## src/verilog/npi_consts.svh

```systemverilog
// constants of the nested priority interrupt unit
`ifndef NPI_CONSTS_SVH
`define NPI_CONSTS_SVH

// register indices; byte address is four times the index
`define NPI_IX_EOI 8'h22
`define NPI_IX_POLL 8'h24
`define NPI_IX_PSTAT 8'h26
`define NPI_IX_IMASK 8'h28
`define NPI_IX_PRIMASK 8'h2A
`define NPI_IX_ISR 8'h2C
`define NPI_IX_REQ 8'h2E
`define NPI_IX_TSTAT 8'h30
`define NPI_IX_CTL_LO 8'h32
`define NPI_IX_CTL_HI 8'h3E

// field positions
`define NPI_EOI_NSPEC 15
`define NPI_POLL_VLD 15

// reset values
`define NPI_MSK_RST 1'b1
`define NPI_PRIMASK_RST 3'h7

// fixed interrupt types
`define NPI_TYPE_T0 8'h08
`define NPI_TYPE_T1 8'h12
`define NPI_TYPE_T2 8'h13
`define NPI_TYPE_DMA0 8'h0A
`define NPI_TYPE_DMA1 8'h0B
`define NPI_TYPE_EXT0 8'h0C
`define NPI_TYPE_EXT1 8'h0D
`define NPI_TYPE_EXT2 8'h0E
`define NPI_TYPE_EXT3 8'h0F
`define NPI_TYPE_NONE 8'h00

// latencies in core clocks
`define NPI_ICU_LAT 4'h5
`define NPI_CAS_LAT 4'hD

`endif

```

## src/verilog/npi_pkg.sv

```systemverilog
// types of the nested priority interrupt unit
package npi_pkg;

  // per-source control word
  typedef struct packed {
    logic sfnm;
    logic cas;
    logic lvl;
    logic msk;
    logic [2:0] pm;
  } npi_ctl_s;

  // answer to the processor
  typedef struct packed {
    logic vld;
    logic [7:0] typ;
  } npi_ans_s;

  typedef enum logic [1:0] {
    NPI_ST_IDLE = 2'b00,
    NPI_ST_CASC = 2'b01
  } npi_state_e;

endpackage : npi_pkg

```

## src/verilog/npi_unit.sv

```systemverilog
// nested priority interrupt unit, master mode, with apb register port
// Behaviour
// - a pending source requests the processor only while its mask bit is clear
// - its priority must be strictly above the priority mask level
// - its own in-service bit blocks it, unless special fully nested applies
// - its priority must be at least that of every in-service source
// - levels 0 highest to 7 lowest; priority mask resets to 7
// - acknowledge returns winner type, clears its request, sets its in-service
// - end-of-interrupt clears in-service; remaining pending sources re-evaluated
// - a timer event sets its status bit and the shared timer request
// - timer acknowledge serves lowest set status bit; shared request clears when none left
// - timer 0 beats timer 1, which beats timer 2
// - while timer in service, no timer request until end-of-interrupt
// - in cascade, pins 2 and 3 become acknowledge outputs for sources 0 and 1
// - acknowledge pins are inputs after reset until configured
// - special fully nested lets ext sources 0/1 preempt themselves
// - timer types are 8, 18 and 19, passed internally
// - dma types 10 and 11; external pins 12 to 15
// - in cascade the slave controller supplies the type
// - poll read returns and acknowledges winner; poll status only returns it
// - edge mode requests on rising edge, re-armed once pin is low
// - level mode requests while pin is high, recurring
// - unit adds 5 clocks latency; cascade adds 13 clocks response
//
// Chosen here: the APB register port and the register offsets.
`timescale 1ns/1ns
`include "npi_consts.svh"
module npi_unit
  import npi_pkg::*;
(
  input wire logic core_clk, // 250 MHz core clock
  input wire logic rst_n, // async reset
  input wire logic [11:0] paddr, // apb address
  input wire logic psel, // apb select
  input wire logic penable, // apb enable
  input wire logic pwrite, // apb direction
  input wire logic [31:0] pwdata, // apb write data
  output logic [31:0] prdata, // apb read data
  output logic pready, // apb ready
  output logic pslverr, // apb error
  input wire logic [2:0] tmr_evt, // timer event pulses
  input wire logic [1:0] dma_evt, // dma event pulses
  input wire logic ext_irq0_i, // external pin 0
  input wire logic ext_irq1_i, // external pin 1
  input wire logic ext_irq2_i, // pin 2 input
  output logic ext_irq2_o, // ack_out0, low active
  output logic ext_irq2_oe, // pin 2 drive enable
  input wire logic ext_irq3_i, // pin 3 input
  output logic ext_irq3_o, // ack_out1, low active
  output logic ext_irq3_oe, // pin 3 drive enable
  input wire logic cpu_ack, // processor acknowledge pulse
  input wire logic [7:0] slv_type, // type from slave controller
  output logic irq_req, // maskable request
  output npi_ans_s cpu_ans, // type answer
  output logic ext_ack_cyc // external acknowledge cycles run
);

  // ------------------------------------------------------------
  // storage
  // ------------------------------------------------------------
  npi_ctl_s [6:0] ctl_reg;
  logic [2:0] primask_reg;
  logic [6:0] req_reg;
  logic [6:0] isr_reg;
  logic [2:0] tstat_reg;
  logic [3:0] pin_s1_reg;
  logic [3:0] pin_s2_reg;
  logic [3:0] pin_prev_reg;
  npi_state_e state_reg;
  logic [3:0] cnt_reg;
  logic [3:0] lat_reg;
  logic ack0_n_reg;
  logic ack1_n_reg;
  logic win_vld;
  logic [2:0] win_idx;
  logic [1:0] tsel;
  logic [2:0] tstat_rest;
  logic [7:0] win_type;
  logic [3:0] ext_set;
  logic [6:0] src_set;
  logic [6:0] req_next;
  logic [6:0] isr_next;
  logic [2:0] tstat_next;
  logic [7:0] ix;
  logic done;
  logic wr;
  logic cpu_take;
  logic poll_take;
  logic take;
  logic win_casc;
  logic [31:0] rd_data;
  logic rd_hit;
  logic [2:0] eoi_idx;
  logic eoi_do;

  // ------------------------------------------------------------
  // helpers
  // ------------------------------------------------------------
  function automatic logic [1:0] first_tmr(input logic [2:0] s);
    if (s[0]) begin
      first_tmr = 2'h0;
    end else if (s[1]) begin
      first_tmr = 2'h1;
    end else begin
      first_tmr = 2'h2;
    end
  endfunction : first_tmr

  function automatic logic [7:0] src_type(input logic [2:0] i, input logic [1:0] t);
    case (i)
      3'h0: src_type = (t == 2'h0) ? `NPI_TYPE_T0 :
                       (t == 2'h1) ? `NPI_TYPE_T1 : `NPI_TYPE_T2;
      3'h1: src_type = `NPI_TYPE_DMA0;
      3'h2: src_type = `NPI_TYPE_DMA1;
      3'h3: src_type = `NPI_TYPE_EXT0;
      3'h4: src_type = `NPI_TYPE_EXT1;
      3'h5: src_type = `NPI_TYPE_EXT2;
      3'h6: src_type = `NPI_TYPE_EXT3;
      default: src_type = `NPI_TYPE_NONE;
    endcase
  endfunction : src_type

  // writable control bits per source
  function automatic logic [6:0] ctl_wmask(input int i);
    if (i == 3 || i == 4) begin
      ctl_wmask = 7'h7F;
    end else if (i >= 5) begin
      ctl_wmask = 7'h1F;
    end else begin
      ctl_wmask = 7'h0F;
    end
  endfunction : ctl_wmask

  // ------------------------------------------------------------
  // resolution
  // ------------------------------------------------------------
  npi_resolver u_res (
    .req(req_reg),
    .isr(isr_reg),
    .ctl(ctl_reg),
    .primask(primask_reg),
    .win_vld(win_vld),
    .win_idx(win_idx)
  );

  assign tsel = first_tmr(tstat_reg);
  assign tstat_rest = tstat_reg & ~(3'h1 << tsel);
  assign win_type = win_vld ? src_type(win_idx, tsel) : `NPI_TYPE_NONE;
  assign win_casc = (win_idx == 3'h3 && ctl_reg[3].cas) ||
                    (win_idx == 3'h4 && ctl_reg[4].cas);

  // ------------------------------------------------------------
  // apb decode
  // ------------------------------------------------------------
  assign ix = paddr[9:2];
  assign done = psel && penable && pready;
  assign wr = done && pwrite && !pslverr;
  assign cpu_take = cpu_ack && (state_reg == NPI_ST_IDLE) && win_vld;
  assign poll_take = done && !pwrite && (ix == `NPI_IX_POLL) && win_vld &&
                     !cpu_take;
  assign take = cpu_take || poll_take;

  always_comb begin
    rd_data = 32'h0000_0000;
    rd_hit = 1'b1;
    case (ix)
      `NPI_IX_EOI: rd_data = 32'h0000_0000;
      `NPI_IX_POLL, `NPI_IX_PSTAT: begin
        rd_data[`NPI_POLL_VLD] = win_vld;
        rd_data[7:0] = win_type;
      end
      `NPI_IX_IMASK: begin
        for (int i = 0; i < 7; i++) begin
          rd_data[i] = ctl_reg[i].msk;
        end
      end
      `NPI_IX_PRIMASK: rd_data[2:0] = primask_reg;
      `NPI_IX_ISR: rd_data[6:0] = isr_reg;
      `NPI_IX_REQ: rd_data[6:0] = req_reg;
      `NPI_IX_TSTAT: rd_data[2:0] = tstat_reg;
      default: begin
        if (ix >= `NPI_IX_CTL_LO && ix <= `NPI_IX_CTL_HI && !ix[0]) begin
          rd_data[6:0] = ctl_reg[3'((ix - `NPI_IX_CTL_LO) >> 1)];
        end else begin
          rd_hit = 1'b0;
        end
      end
    endcase
  end

  // one wait state; write and poll side effects at the completing edge
  always_ff @(posedge core_clk or negedge rst_n) begin
    if (!rst_n) begin
      pready <= 1'b0;
      prdata <= 32'h0000_0000;
      pslverr <= 1'b0;
    end else if (psel && penable && !pready) begin
      pready <= 1'b1;
      prdata <= rd_data;
      pslverr <= !rd_hit;
    end else begin
      pready <= 1'b0;
      pslverr <= 1'b0;
    end
  end

  // ------------------------------------------------------------
  // configuration
  // ------------------------------------------------------------
  // reset levels follow the default source order
  always_ff @(posedge core_clk or negedge rst_n) begin
    if (!rst_n) begin
      for (int i = 0; i < 7; i++) begin
        ctl_reg[i] <= '{sfnm: 1'b0, cas: 1'b0, lvl: 1'b0,
                        msk: `NPI_MSK_RST, pm: 3'(i)};
      end
      primask_reg <= `NPI_PRIMASK_RST;
    end else if (wr) begin
      if (ix == `NPI_IX_PRIMASK) begin
        primask_reg <= pwdata[2:0];
      end
      for (int i = 0; i < 7; i++) begin
        if (ix == 8'(`NPI_IX_CTL_LO + 2 * i)) begin
          ctl_reg[i] <= npi_ctl_s'(pwdata[6:0] & ctl_wmask(i));
        end
        if (ix == `NPI_IX_IMASK) begin
          ctl_reg[i].msk <= pwdata[i];
        end
      end
    end
  end

  // ------------------------------------------------------------
  // external pins
  // ------------------------------------------------------------
  always_ff @(posedge core_clk or negedge rst_n) begin
    if (!rst_n) begin
      pin_s1_reg <= 4'h0;
      pin_s2_reg <= 4'h0;
      pin_prev_reg <= 4'h0;
    end else begin
      pin_s1_reg <= {ext_irq3_i, ext_irq2_i, ext_irq1_i, ext_irq0_i};
      pin_s2_reg <= pin_s1_reg;
      pin_prev_reg <= pin_s2_reg;
    end
  end

  generate
    for (genvar g = 0; g < 4; g++) begin : g_pin
      logic pin_live;
      // pin 2 stops being an input while ext source 0 cascades, pin 3 while ext source 1 does
      if (g >= 2) begin : g_dual
        assign pin_live = pin_s2_reg[g] && !ctl_reg[g + 1].cas;
      end else begin : g_plain
        assign pin_live = pin_s2_reg[g];
      end
      assign ext_set[g] = ctl_reg[g + 3].lvl ? pin_live :
                          (pin_live && !pin_prev_reg[g]);
    end
  endgenerate

  assign src_set = {ext_set, dma_evt, |tmr_evt};

  // ------------------------------------------------------------
  // request, status and in-service state; set beats clear
  // ------------------------------------------------------------
  always_comb begin
    req_next = req_reg;
    isr_next = isr_reg;
    tstat_next = tstat_reg;
    // clear first so an acknowledge in the same cycle keeps its in-service bit
    if (eoi_do) begin
      isr_next[eoi_idx] = 1'b0;
    end
    if (take) begin
      isr_next[win_idx] = 1'b1;
      if (win_idx == 3'h0) begin
        tstat_next = tstat_rest;
        req_next[0] = |tstat_rest;
      end else begin
        req_next[win_idx] = 1'b0;
      end
    end
    req_next = req_next | src_set;
    tstat_next = tstat_next | tmr_evt;
  end

  // end-of-interrupt: specific by index, or highest in service
  always_comb begin
    eoi_do = wr && (ix == `NPI_IX_EOI);
    eoi_idx = pwdata[2:0];
    if (pwdata[`NPI_EOI_NSPEC]) begin
      eoi_idx = 3'h7;
      for (int i = 6; i >= 0; i--) begin
        if (isr_reg[i] && (eoi_idx == 3'h7 ||
            ctl_reg[i].pm <= ctl_reg[eoi_idx].pm)) begin
          eoi_idx = 3'(i);
        end
      end
    end
    if (eoi_idx == 3'h7) begin
      eoi_do = 1'b0;
    end
  end

  always_ff @(posedge core_clk or negedge rst_n) begin
    if (!rst_n) begin
      req_reg <= 7'h00;
      isr_reg <= 7'h00;
      tstat_reg <= 3'h0;
    end else begin
      req_reg <= req_next;
      isr_reg <= isr_next;
      tstat_reg <= tstat_next;
    end
  end

  // ------------------------------------------------------------
  // processor request with fixed added latency
  // ------------------------------------------------------------
  always_ff @(posedge core_clk or negedge rst_n) begin
    if (!rst_n) begin
      irq_req <= 1'b0;
      lat_reg <= 4'h0;
    end else if (!win_vld || take || state_reg != NPI_ST_IDLE) begin
      irq_req <= 1'b0;
      lat_reg <= 4'h0;
    end else if (lat_reg == `NPI_ICU_LAT - 4'h1) begin
      irq_req <= 1'b1;
    end else begin
      lat_reg <= lat_reg + 4'h1;
    end
  end

  // ------------------------------------------------------------
  // acknowledge sequencing
  // ------------------------------------------------------------
  always_ff @(posedge core_clk or negedge rst_n) begin
    if (!rst_n) begin
      state_reg <= NPI_ST_IDLE;
      cnt_reg <= 4'h0;
      cpu_ans <= '{vld: 1'b0, typ: `NPI_TYPE_NONE};
      ack0_n_reg <= 1'b1;
      ack1_n_reg <= 1'b1;
      ext_ack_cyc <= 1'b0;
    end else begin
      cpu_ans.vld <= 1'b0;
      case (state_reg)
        NPI_ST_IDLE: begin
          if (cpu_ack && win_vld && win_casc) begin
            state_reg <= NPI_ST_CASC;
            cnt_reg <= `NPI_CAS_LAT - 4'h1;
            ack0_n_reg <= (win_idx != 3'h3);
            ack1_n_reg <= (win_idx != 3'h4);
            ext_ack_cyc <= 1'b1;
          end else if (cpu_ack) begin
            cpu_ans <= '{vld: 1'b1, typ: win_type};
          end
        end
        NPI_ST_CASC: begin
          if (cnt_reg == 4'h0) begin
            state_reg <= NPI_ST_IDLE;
            cpu_ans <= '{vld: 1'b1, typ: slv_type};
            ack0_n_reg <= 1'b1;
            ack1_n_reg <= 1'b1;
            ext_ack_cyc <= 1'b0;
          end else begin
            cnt_reg <= cnt_reg - 4'h1;
          end
        end
        default: begin
          state_reg <= NPI_ST_IDLE;
        end
      endcase
    end
  end

  // ------------------------------------------------------------
  // dual-purpose pins
  // ------------------------------------------------------------
  // released pins idle high so a slave never sees a stray acknowledge
  always_ff @(posedge core_clk or negedge rst_n) begin
    if (!rst_n) begin
      ext_irq2_oe <= 1'b0;
      ext_irq3_oe <= 1'b0;
      ext_irq2_o <= 1'b1;
      ext_irq3_o <= 1'b1;
    end else begin
      ext_irq2_oe <= ctl_reg[3].cas;
      ext_irq3_oe <= ctl_reg[4].cas;
      ext_irq2_o <= ack0_n_reg;
      ext_irq3_o <= ack1_n_reg;
    end
  end

endmodule : npi_unit

```

## src/verilog/npi_resolver.sv

```systemverilog
// priority resolution of pending sources
`timescale 1ns/1ns
module npi_resolver
  import npi_pkg::*;
(
  input wire logic [6:0] req, // pending request bits
  input wire logic [6:0] isr, // in-service bits
  input wire npi_ctl_s [6:0] ctl, // per-source control
  input wire logic [2:0] primask, // priority mask level
  output logic win_vld, // a source qualifies
  output logic [2:0] win_idx // winning source
);

  logic [3:0] isr_min;
  logic [3:0] best;

  // ------------------------------------------------------------
  // lowest level in service; 8 means none
  // ------------------------------------------------------------
  always_comb begin
    isr_min = 4'h8;
    for (int i = 0; i < 7; i++) begin
      if (isr[i] && ({1'b0, ctl[i].pm} < isr_min)) begin
        isr_min = {1'b0, ctl[i].pm};
      end
    end
  end

  // ------------------------------------------------------------
  // winner: strict compare keeps lower index on ties
  // ------------------------------------------------------------
  always_comb begin
    best = 4'h8;
    win_vld = 1'b0;
    win_idx = 3'h0;
    for (int i = 0; i < 7; i++) begin
      if (req[i] &&
          !ctl[i].msk &&
          (ctl[i].pm < primask) &&
          (!isr[i] || ctl[i].sfnm) &&
          ({1'b0, ctl[i].pm} <= isr_min) &&
          ({1'b0, ctl[i].pm} < best)) begin
        best = {1'b0, ctl[i].pm};
        win_vld = 1'b1;
        win_idx = i[2:0];
      end
    end
  end

endmodule : npi_resolver

```

## config.mk

```make
export PLATFORM = sky130hd
export DESIGN_NAME = npi_unit
export DESIGN_NICKNAME = d
export VERILOG_FILES = /design/src/verilog/npi_pkg.sv /design/src/verilog/npi_unit.sv /design/src/verilog/npi_resolver.sv
export VERILOG_INCLUDE_DIRS = /design/src /design/src/verilog
export SDC_FILE = /design/constraint.sdc
export NUM_CORES = 1
export LEC_CHECK = 0
export BUFFER_PORTS_ARGS = -buffer_cell sky130_fd_sc_hd__buf_4
export CAP_MARGIN = 20
export CORE_UTILIZATION = 59
export DETAILED_ROUTE_END_ITERATION = 10
export HOLD_SLACK_MARGIN = 0.1
export PLACE_DENSITY = 0.79
export SKIP_CTS_REPAIR_TIMING = 1
export SYNTH_ARGS = -nofsm -noshare
export SYNTH_HDL_FRONTEND = slang
export SYNTH_HIERARCHICAL = 1
export SYNTH_SLANG_ARGS = --single-unit
```

## constraint.sdc

```tcl
create_clock -name core_clk -period 21.4 [get_ports core_clk]
set_clock_uncertainty 0.1 [all_clocks]
set_input_delay 3.21 -clock core_clk [delete_from_list [all_inputs] [get_ports core_clk]]
set_output_delay 3.21 -clock core_clk [all_outputs]
set_load 0.1 [all_outputs]
```

### Yosys cells after proc, flatten, opt, wreduce, memory -nomap -nowiden

Cells that the tools add are included.

* output and inout bits: 49
* logic and storage cells: 451
* bits in registers: 119
* bits of input ports: 67

* add/sub/neg operators: 3
* bitwise gates (word level): 16
* shifts and indexed selects: 1
* equality and inequality tests: 39
* multiplexer cells: 135
* reduce and logical (&&, ||, !) cells: 154
* order comparisons: 45

Operators with widths (number)
* $bmux 7 s3: 7
* $mux 7: 19
* $eq 8x6->1 const B: 15
* $mux 4: 24
* $logic_and 1x1->1: 72
* $mux 3: 24
* $and 7x7->7: 9
* $lt 3x4->1: 12
* $mux 1: 38
* $lt 3x4->1 const B: 9
* $pmux 5 s7: 1
* $reduce_and 2->1: 16
* $eq 3x3->1 const B: 10
* $le 3x4->1: 7
* $logic_not 1->1: 27
* $mux 9: 3
* $lt 3x3->1: 7
* $pmux 3 s7: 1
* $pmux 4 s5: 1
* $reduce_bool 2->1: 10
* $le 3x3->1: 6
* $pmux 9 s2: 1
* $logic_or 1x1->1: 17
* $not 7->7: 2
* other kinds (35): 55

### Longest topological paths before layout

* word-level depth: 53
* gate-level depth with buffers: 89
* mapped depth without buffers: 88

### Cells and area by module

Netlist, hierarchy kept.

By module, submodules not included
* npi_unit: sequential area each 2606.2 um2, area each 6043.3 um2, times used 1, cells each 625
* npi_resolver: sequential area each 0.0 um2, area each 2423.6 um2, times used 1, cells each 325

### Worst setup path after synthesis

Ideal clock, no wire load.

* path kind: register to register
* from: register isr_reg[0]
* to: register cpu_ans[0] (netlist name)
* cell stages (with the launch flop): 83
* arrival time: 17.243 ns
* data required time: 21.232 ns
* slack: 3.989 ns
* buffers on the path: 0
* library setup time: 0.068 ns
* period minus slack after synthesis: 17.411 ns
* cells stage by stage: dfrtp_1 > nand2_1 > ha_1 > a2111oi_0 > or2_2 > a22o_1 > inv_1 > ha_1 > a21oi_1 > o21ai_0 > nand2b_1 > o21ba_2 > or2_2 > o21a_1 > inv_1 > ha_1 > a21oi_1 > o21ai_0 > [47 not listed] > a311o_1 > nand2_1 > ha_1 > a2111oi_0 > o211ai_1 > a21boi_0 > a31oi_2 > ha_1 > o21ai_0 > a311oi_1 > o31a_1 > a2bb2oi_1 > nand2_1 > nor2_1 > a32oi_1 > o21bai_1 > nor2b_1 > a221o_1

* cells in the longest elaborated chain, start to end: 46
* elaborated cells on any way between the ends: 86
* classes of those cells: order compare (19); eq/ne (7); mux (31); reduce/logical (29)

RTL lines
* from (decl): line npi_unit.sv:64 `logic [6:0] isr_reg;`
* from (signal assigned): line npi_unit.sv:313 `isr_reg <= isr_next;`
* $mux 4: line npi_resolver.sv:23 `if (isr[i] && ({1'b0, ctl[i].pm} < isr_min)) begin`
* $lt 3x4->1: line npi_resolver.sv:23
* $logic_and 1x1->1: line npi_resolver.sv:23
* $mux 4: line npi_resolver.sv:23
* $lt 3x4->1: line npi_resolver.sv:23
* $logic_and 1x1->1: line npi_resolver.sv:23
* $mux 4: line npi_resolver.sv:23
* $lt 3x4->1: line npi_resolver.sv:23
* [31 not listed]
* $mux 3 *: line npi_resolver.sv:37 `if (req[i] &&`
* net win_idx[0]: line npi_unit.sv:75 `logic [2:0] win_idx;`
* $eq 3x3->1, or another cell as far along: line npi_unit.sv:110 `case (i)`
* $pmux 5 s7, or another cell as far along: line npi_unit.sv:110
* $mux 8 (no line) or $logic_or 1x1->1 (tied branches)
* $mux 9 or $logic_and 1x1->1 (tied branches): line npi_unit.sv:356, npi_unit.sv:350
* $mux 9 or $ne 2x2->1 (tied branches)
* $pmux 9 s2 or $reduce_and 4->1 (tied branches)
* to (signal assigned): line npi_unit.sv:342 `` cpu_ans <= '{vld: 1'b0, typ: `NPI_TYPE_NONE}; ``
* to (signal assigned): line npi_unit.sv:357 `cpu_ans <= '{vld: 1'b1, typ: win_type};`
* to (signal assigned): line npi_unit.sv:363 `cpu_ans <= '{vld: 1'b1, typ: slv_type};`
* to (decl): line npi_unit.sv:54 `output npi_ans_s cpu_ans,`

The timed path passes the listed nets; every way through them passes the cells marked *. The select of a mux whose other input is x is not followed.
A chain may end at the register's enable or synchronous reset.

### Worst setup path after layout

* from: register isr_reg[0]
* to: register prdata[3]

* cells in the longest elaborated chain, start to end: 44
* elaborated cells on any way between the ends: 77
* classes of those cells: order compare (19); eq/ne (6); mux (29); reduce/logical (23)

RTL lines
* $mux 4: line npi_resolver.sv:23
* $lt 3x4->1: line npi_resolver.sv:23
* $logic_and 1x1->1: line npi_resolver.sv:23
* $mux 4: line npi_resolver.sv:23
* $lt 3x4->1: line npi_resolver.sv:23
* $logic_and 1x1->1: line npi_resolver.sv:23
* $mux 4: line npi_resolver.sv:23
* $lt 3x4->1: line npi_resolver.sv:23
* [29 not listed]
* $lt 3x4->1: line npi_resolver.sv:42 `({1'b0, ctl[i].pm} < best)) begin`
* $logic_and 1x1->1: line npi_resolver.sv:41 `({1'b0, ctl[i].pm} <= isr_min) &&`
* $mux 3 *: line npi_resolver.sv:37
* net win_idx[2]: line npi_unit.sv:75
* $eq 3x3->1, or another cell as far along: line npi_unit.sv:110
* $pmux 5 s7 *: line npi_unit.sv:110
* $mux 8 (no line) *
* $pmux 4 s5 *: line npi_unit.sv:166 `case (ix)`
* to (signal assigned): line npi_unit.sv:199 `prdata <= rd_data;`
* to (decl): line npi_unit.sv:38 `output logic [31:0] prdata,`

The timed path passes the listed nets; every way through them passes the cells marked *.

==> run summary <==
status: complete, no violations
Max Cap Viol: 0
power after layout: 0.572 mW
period utilization: 94.6%
largest net degree at the start of global routing: 78
crit end category: flop
Ys Warns: 6
Nets: 1,154
Antenna Nets Post-Route: 0
CTS root buf: clkbuf_16
die height: 122 microns
# DRC: 0
Clock Path Buffers: 2
Syn Inst Count: 950
vias: 7,724
Hold Vio Cnt, Final: 0
Netlist cell types: 92
max reg flops: 36
Final Max Slew Viols: 0
mean area per synthesized cell: 8.91 sq um
FFs w/ async S/R, synth: 100%
HPWL Detailed: 17,700 microns
Peak VDD IR: 0.0719 mV
critical path's slowest cell: nor4_1
drt wl/cell: 19.7 microns
Avg Vias per Cell: 6.49
most frequent CP cell: ha_1
Placed Cells incl. Taps: 1,174
Rel. slew slack: 31.4%
initial antenna violation count: 0
H-tree depth: 3
Num CTS Buffers: 9
family with the most delay on the worst path: compound AO/OA/AOI/OAI gates
core box area: 13,900 sq um
Post-Layout Cell Count: 1,190
synthesis-to-layout area growth: 9.92%
register bit total from synthesis: 103
endpoints failing setup: 0
achievable clock frequency: 49.4 MHz
grt ovf: 0
Worst Setup Start Kind: flop
drt total wl: 23,500 microns
share of layout cells above drive strength 1: 17.5%
Worst-path clk slew: 0.07 ns
R2R Path Start: isr_reg[0]
leak pwr: 4.13 nW
TritonCTS clock tree: built
Die Wd: 122 microns
critical path arrival: 20.36 ns
ys flop type: dfrtp_1
ant diodes: 0
vias in the first global route: 7,277
Synth Cell Area: 8470 sq um
sequential-to-total area share from yosys stat: 30.8%
Setup crit start: isr_reg[0]
Starting Density: 60.8%
slowest cell delay on critical path: 0.76 ns
Worst Path Required: 21.53 ns
GRT Util Overall: 32.9%
first-pass GRT wire length: 37,400 microns
die area: 14,800 sq um
Buf+Inv Stages, Crit Path: 4
DRT iter0 DRCs: 600
clock latency on the worst-skew pair: 0.35 ns
Least-Margin Pin Slew: 1.03 ns
routability congestion estimate: 0.954
P per Cell Area: 61.4 nW/um^2
kind of critical path: reg2reg
hold path startpoint: pin_s1_reg[1]
Port-buffer cells: 63
EDFF count, synth: 0
critical-path maximum fanout: 11
CTS Sinks: 103
row cnt: 43
crit path time final: 20.24 ns
IO Count: 116
1st-pass router iterations: 5
Worst Hold Class: reg2reg
-- layout make-up --
class / instances / area [sq um]
Fill cell: 1162 / 4630
Tap cell: 180 / 225
Timing Repair Buffer: 66 / 495
Inverter: 63 / 236
Clock inverter: 7 / 66.3
Multi-Input combinational cell: 762 / 5450
Sequential cell: 103 / 2610
Clock buffer: 9 / 225
-- metrics by stage --
stage / hold slack, ns / utilization [%] / area [sq um] / setup TNS, ns / worst slack (ns)
after floorplan: 0.231 / - / 8570 / 0 / 3.99
after global placement: 0.233 / 64.6 / 9000 / 0 / 1.58
after detailed placement: 0.237 / 64.6 / 9000 / 0 / 1.20
after CTS: 0.254 / 66.7 / 9290 / 0 / 1.07
after global routing: 0.258 / 66.8 / 9310 / -0.0277 / -0.0139
final: 0.252 / 66.8 / 9310 / 0 / 1.16
-- cell families (layout without fill, tap and decap cells) --
logic type	Yosys count	in the layout	synth area share, %
AO/OA/AOI/OAI	290	290	24.5
XOR/XNOR	5	5	0.517
adder cells (fa/ha/maj)	83	83	12.2
buffers and inverters	113	145	6.30
flip-flops	103	103	30.8
multiplexers	52	52	7.20
other	1	29	0.0443
AND/OR/NAND/NOR	303	303	18.4
-- worst reg2reg max path, delay by kind of cell, from the launching register on --
kind / cells / cell delay, ns
and+or+nand+nor: 19 / 4.56
buffers and inverters: 4 / 0.28
DFF: 1 / 0.62
AOI/OAI and AO/OA: 43 / 9.90
muxes: 3 / 1.09
adders and majority gates: 13 / 3.58
-- worst paths after layout --
| kind | to | slack [ns] | cells past startpoint |
|---|---|---|---|
| min | pin_s2_reg[1] | 0.25 | 0 |
| min in group asynchronous | cpu_ans[5] | 2.66 | 1 |
| max | prdata[3] | 1.16 | 82 |
| max in group asynchronous | ctl_reg[23] | 17.29 | 2 |
| max reg2reg | prdata[3] | 1.16 | 82 |
| min reg2reg | pin_s2_reg[1] | 0.25 | 0 |
-- routing by layer --
layer | vias to the layer above | track usage (%) | routed length [microns]
met4 | 0 | 10.5 | 554
met2 | 356 | 49.2 | 10400
met1 | 3736 | 46.6 | 10400
li1 | 3584 | - | -
met5 | - | 0 | 0
met3 | 48 | 7.87 | 2150
-- where the power goes --
| part | leakage (nW) | internal [mW] | switching, mW |
|---|---|---|---|
| registers | 1.24 | 0.199 | 0.00557 |
| logic | 2.75 | 0.0814 | 0.127 |
| clock network | 0.136 | 0.0815 | 0.0774 |
-- Yosys cell counts, types with 4 or more instances --
cell | number | area, sq um
a211o_1 | 7 | 61.3
a211oi_1 | 13 | 97.6
a21boi_0 | 6 | 45.0
a21o_1 | 16 | 120
a21oi_1 | 31 | 155
a221o_1 | 7 | 70.1
a22o_1 | 4 | 35.0
a22oi_1 | 6 | 45.0
a31o_2 | 4 | 35.0
a31oi_1 | 23 | 144
and2_1 | 9 | 56.3
and3_1 | 16 | 100
buf_2 | 4 | 20.0
buf_4 | 25 | 188
clkbuf_1 | 18 | 67.6
dfrtp_1 | 80 | 2000
dfstp_2 | 23 | 604
ha_1 | 82 | 1030
inv_1 | 63 | 236
mux2_2 | 31 | 349
mux2i_1 | 17 | 170
mux4_2 | 4 | 90.1
nand2_1 | 86 | 323
nand2b_1 | 21 | 131
nand3_1 | 28 | 140
nand3b_1 | 5 | 37.5
nand4_1 | 8 | 50.1
nor2_1 | 65 | 244
nor2b_1 | 19 | 119
nor3_1 | 10 | 50.1
nor4_1 | 5 | 31.3
o211ai_1 | 19 | 143
o21a_1 | 25 | 188
o21ai_0 | 63 | 315
o21bai_1 | 5 | 37.5
o22ai_1 | 6 | 37.5
o31ai_1 | 8 | 60.1
or2_2 | 6 | 37.5
xnor2_1 | 4 | 35.0
-- placed cells by master, fill, tap and decap left out, types with 23 or more instances in the layout --
master   count
a21oi_1     31
a31oi_1     23
buf_4       66
conb_1      29
dfrtp_1     80
dfstp_2     23
ha_1        82
inv_1       63
mux2_2      31
nand2_1     86
nand3_1     28
nor2_1      65
o21a_1      25
o21ai_0     63
No activity file was read; power rests on OpenSTA's default activity.
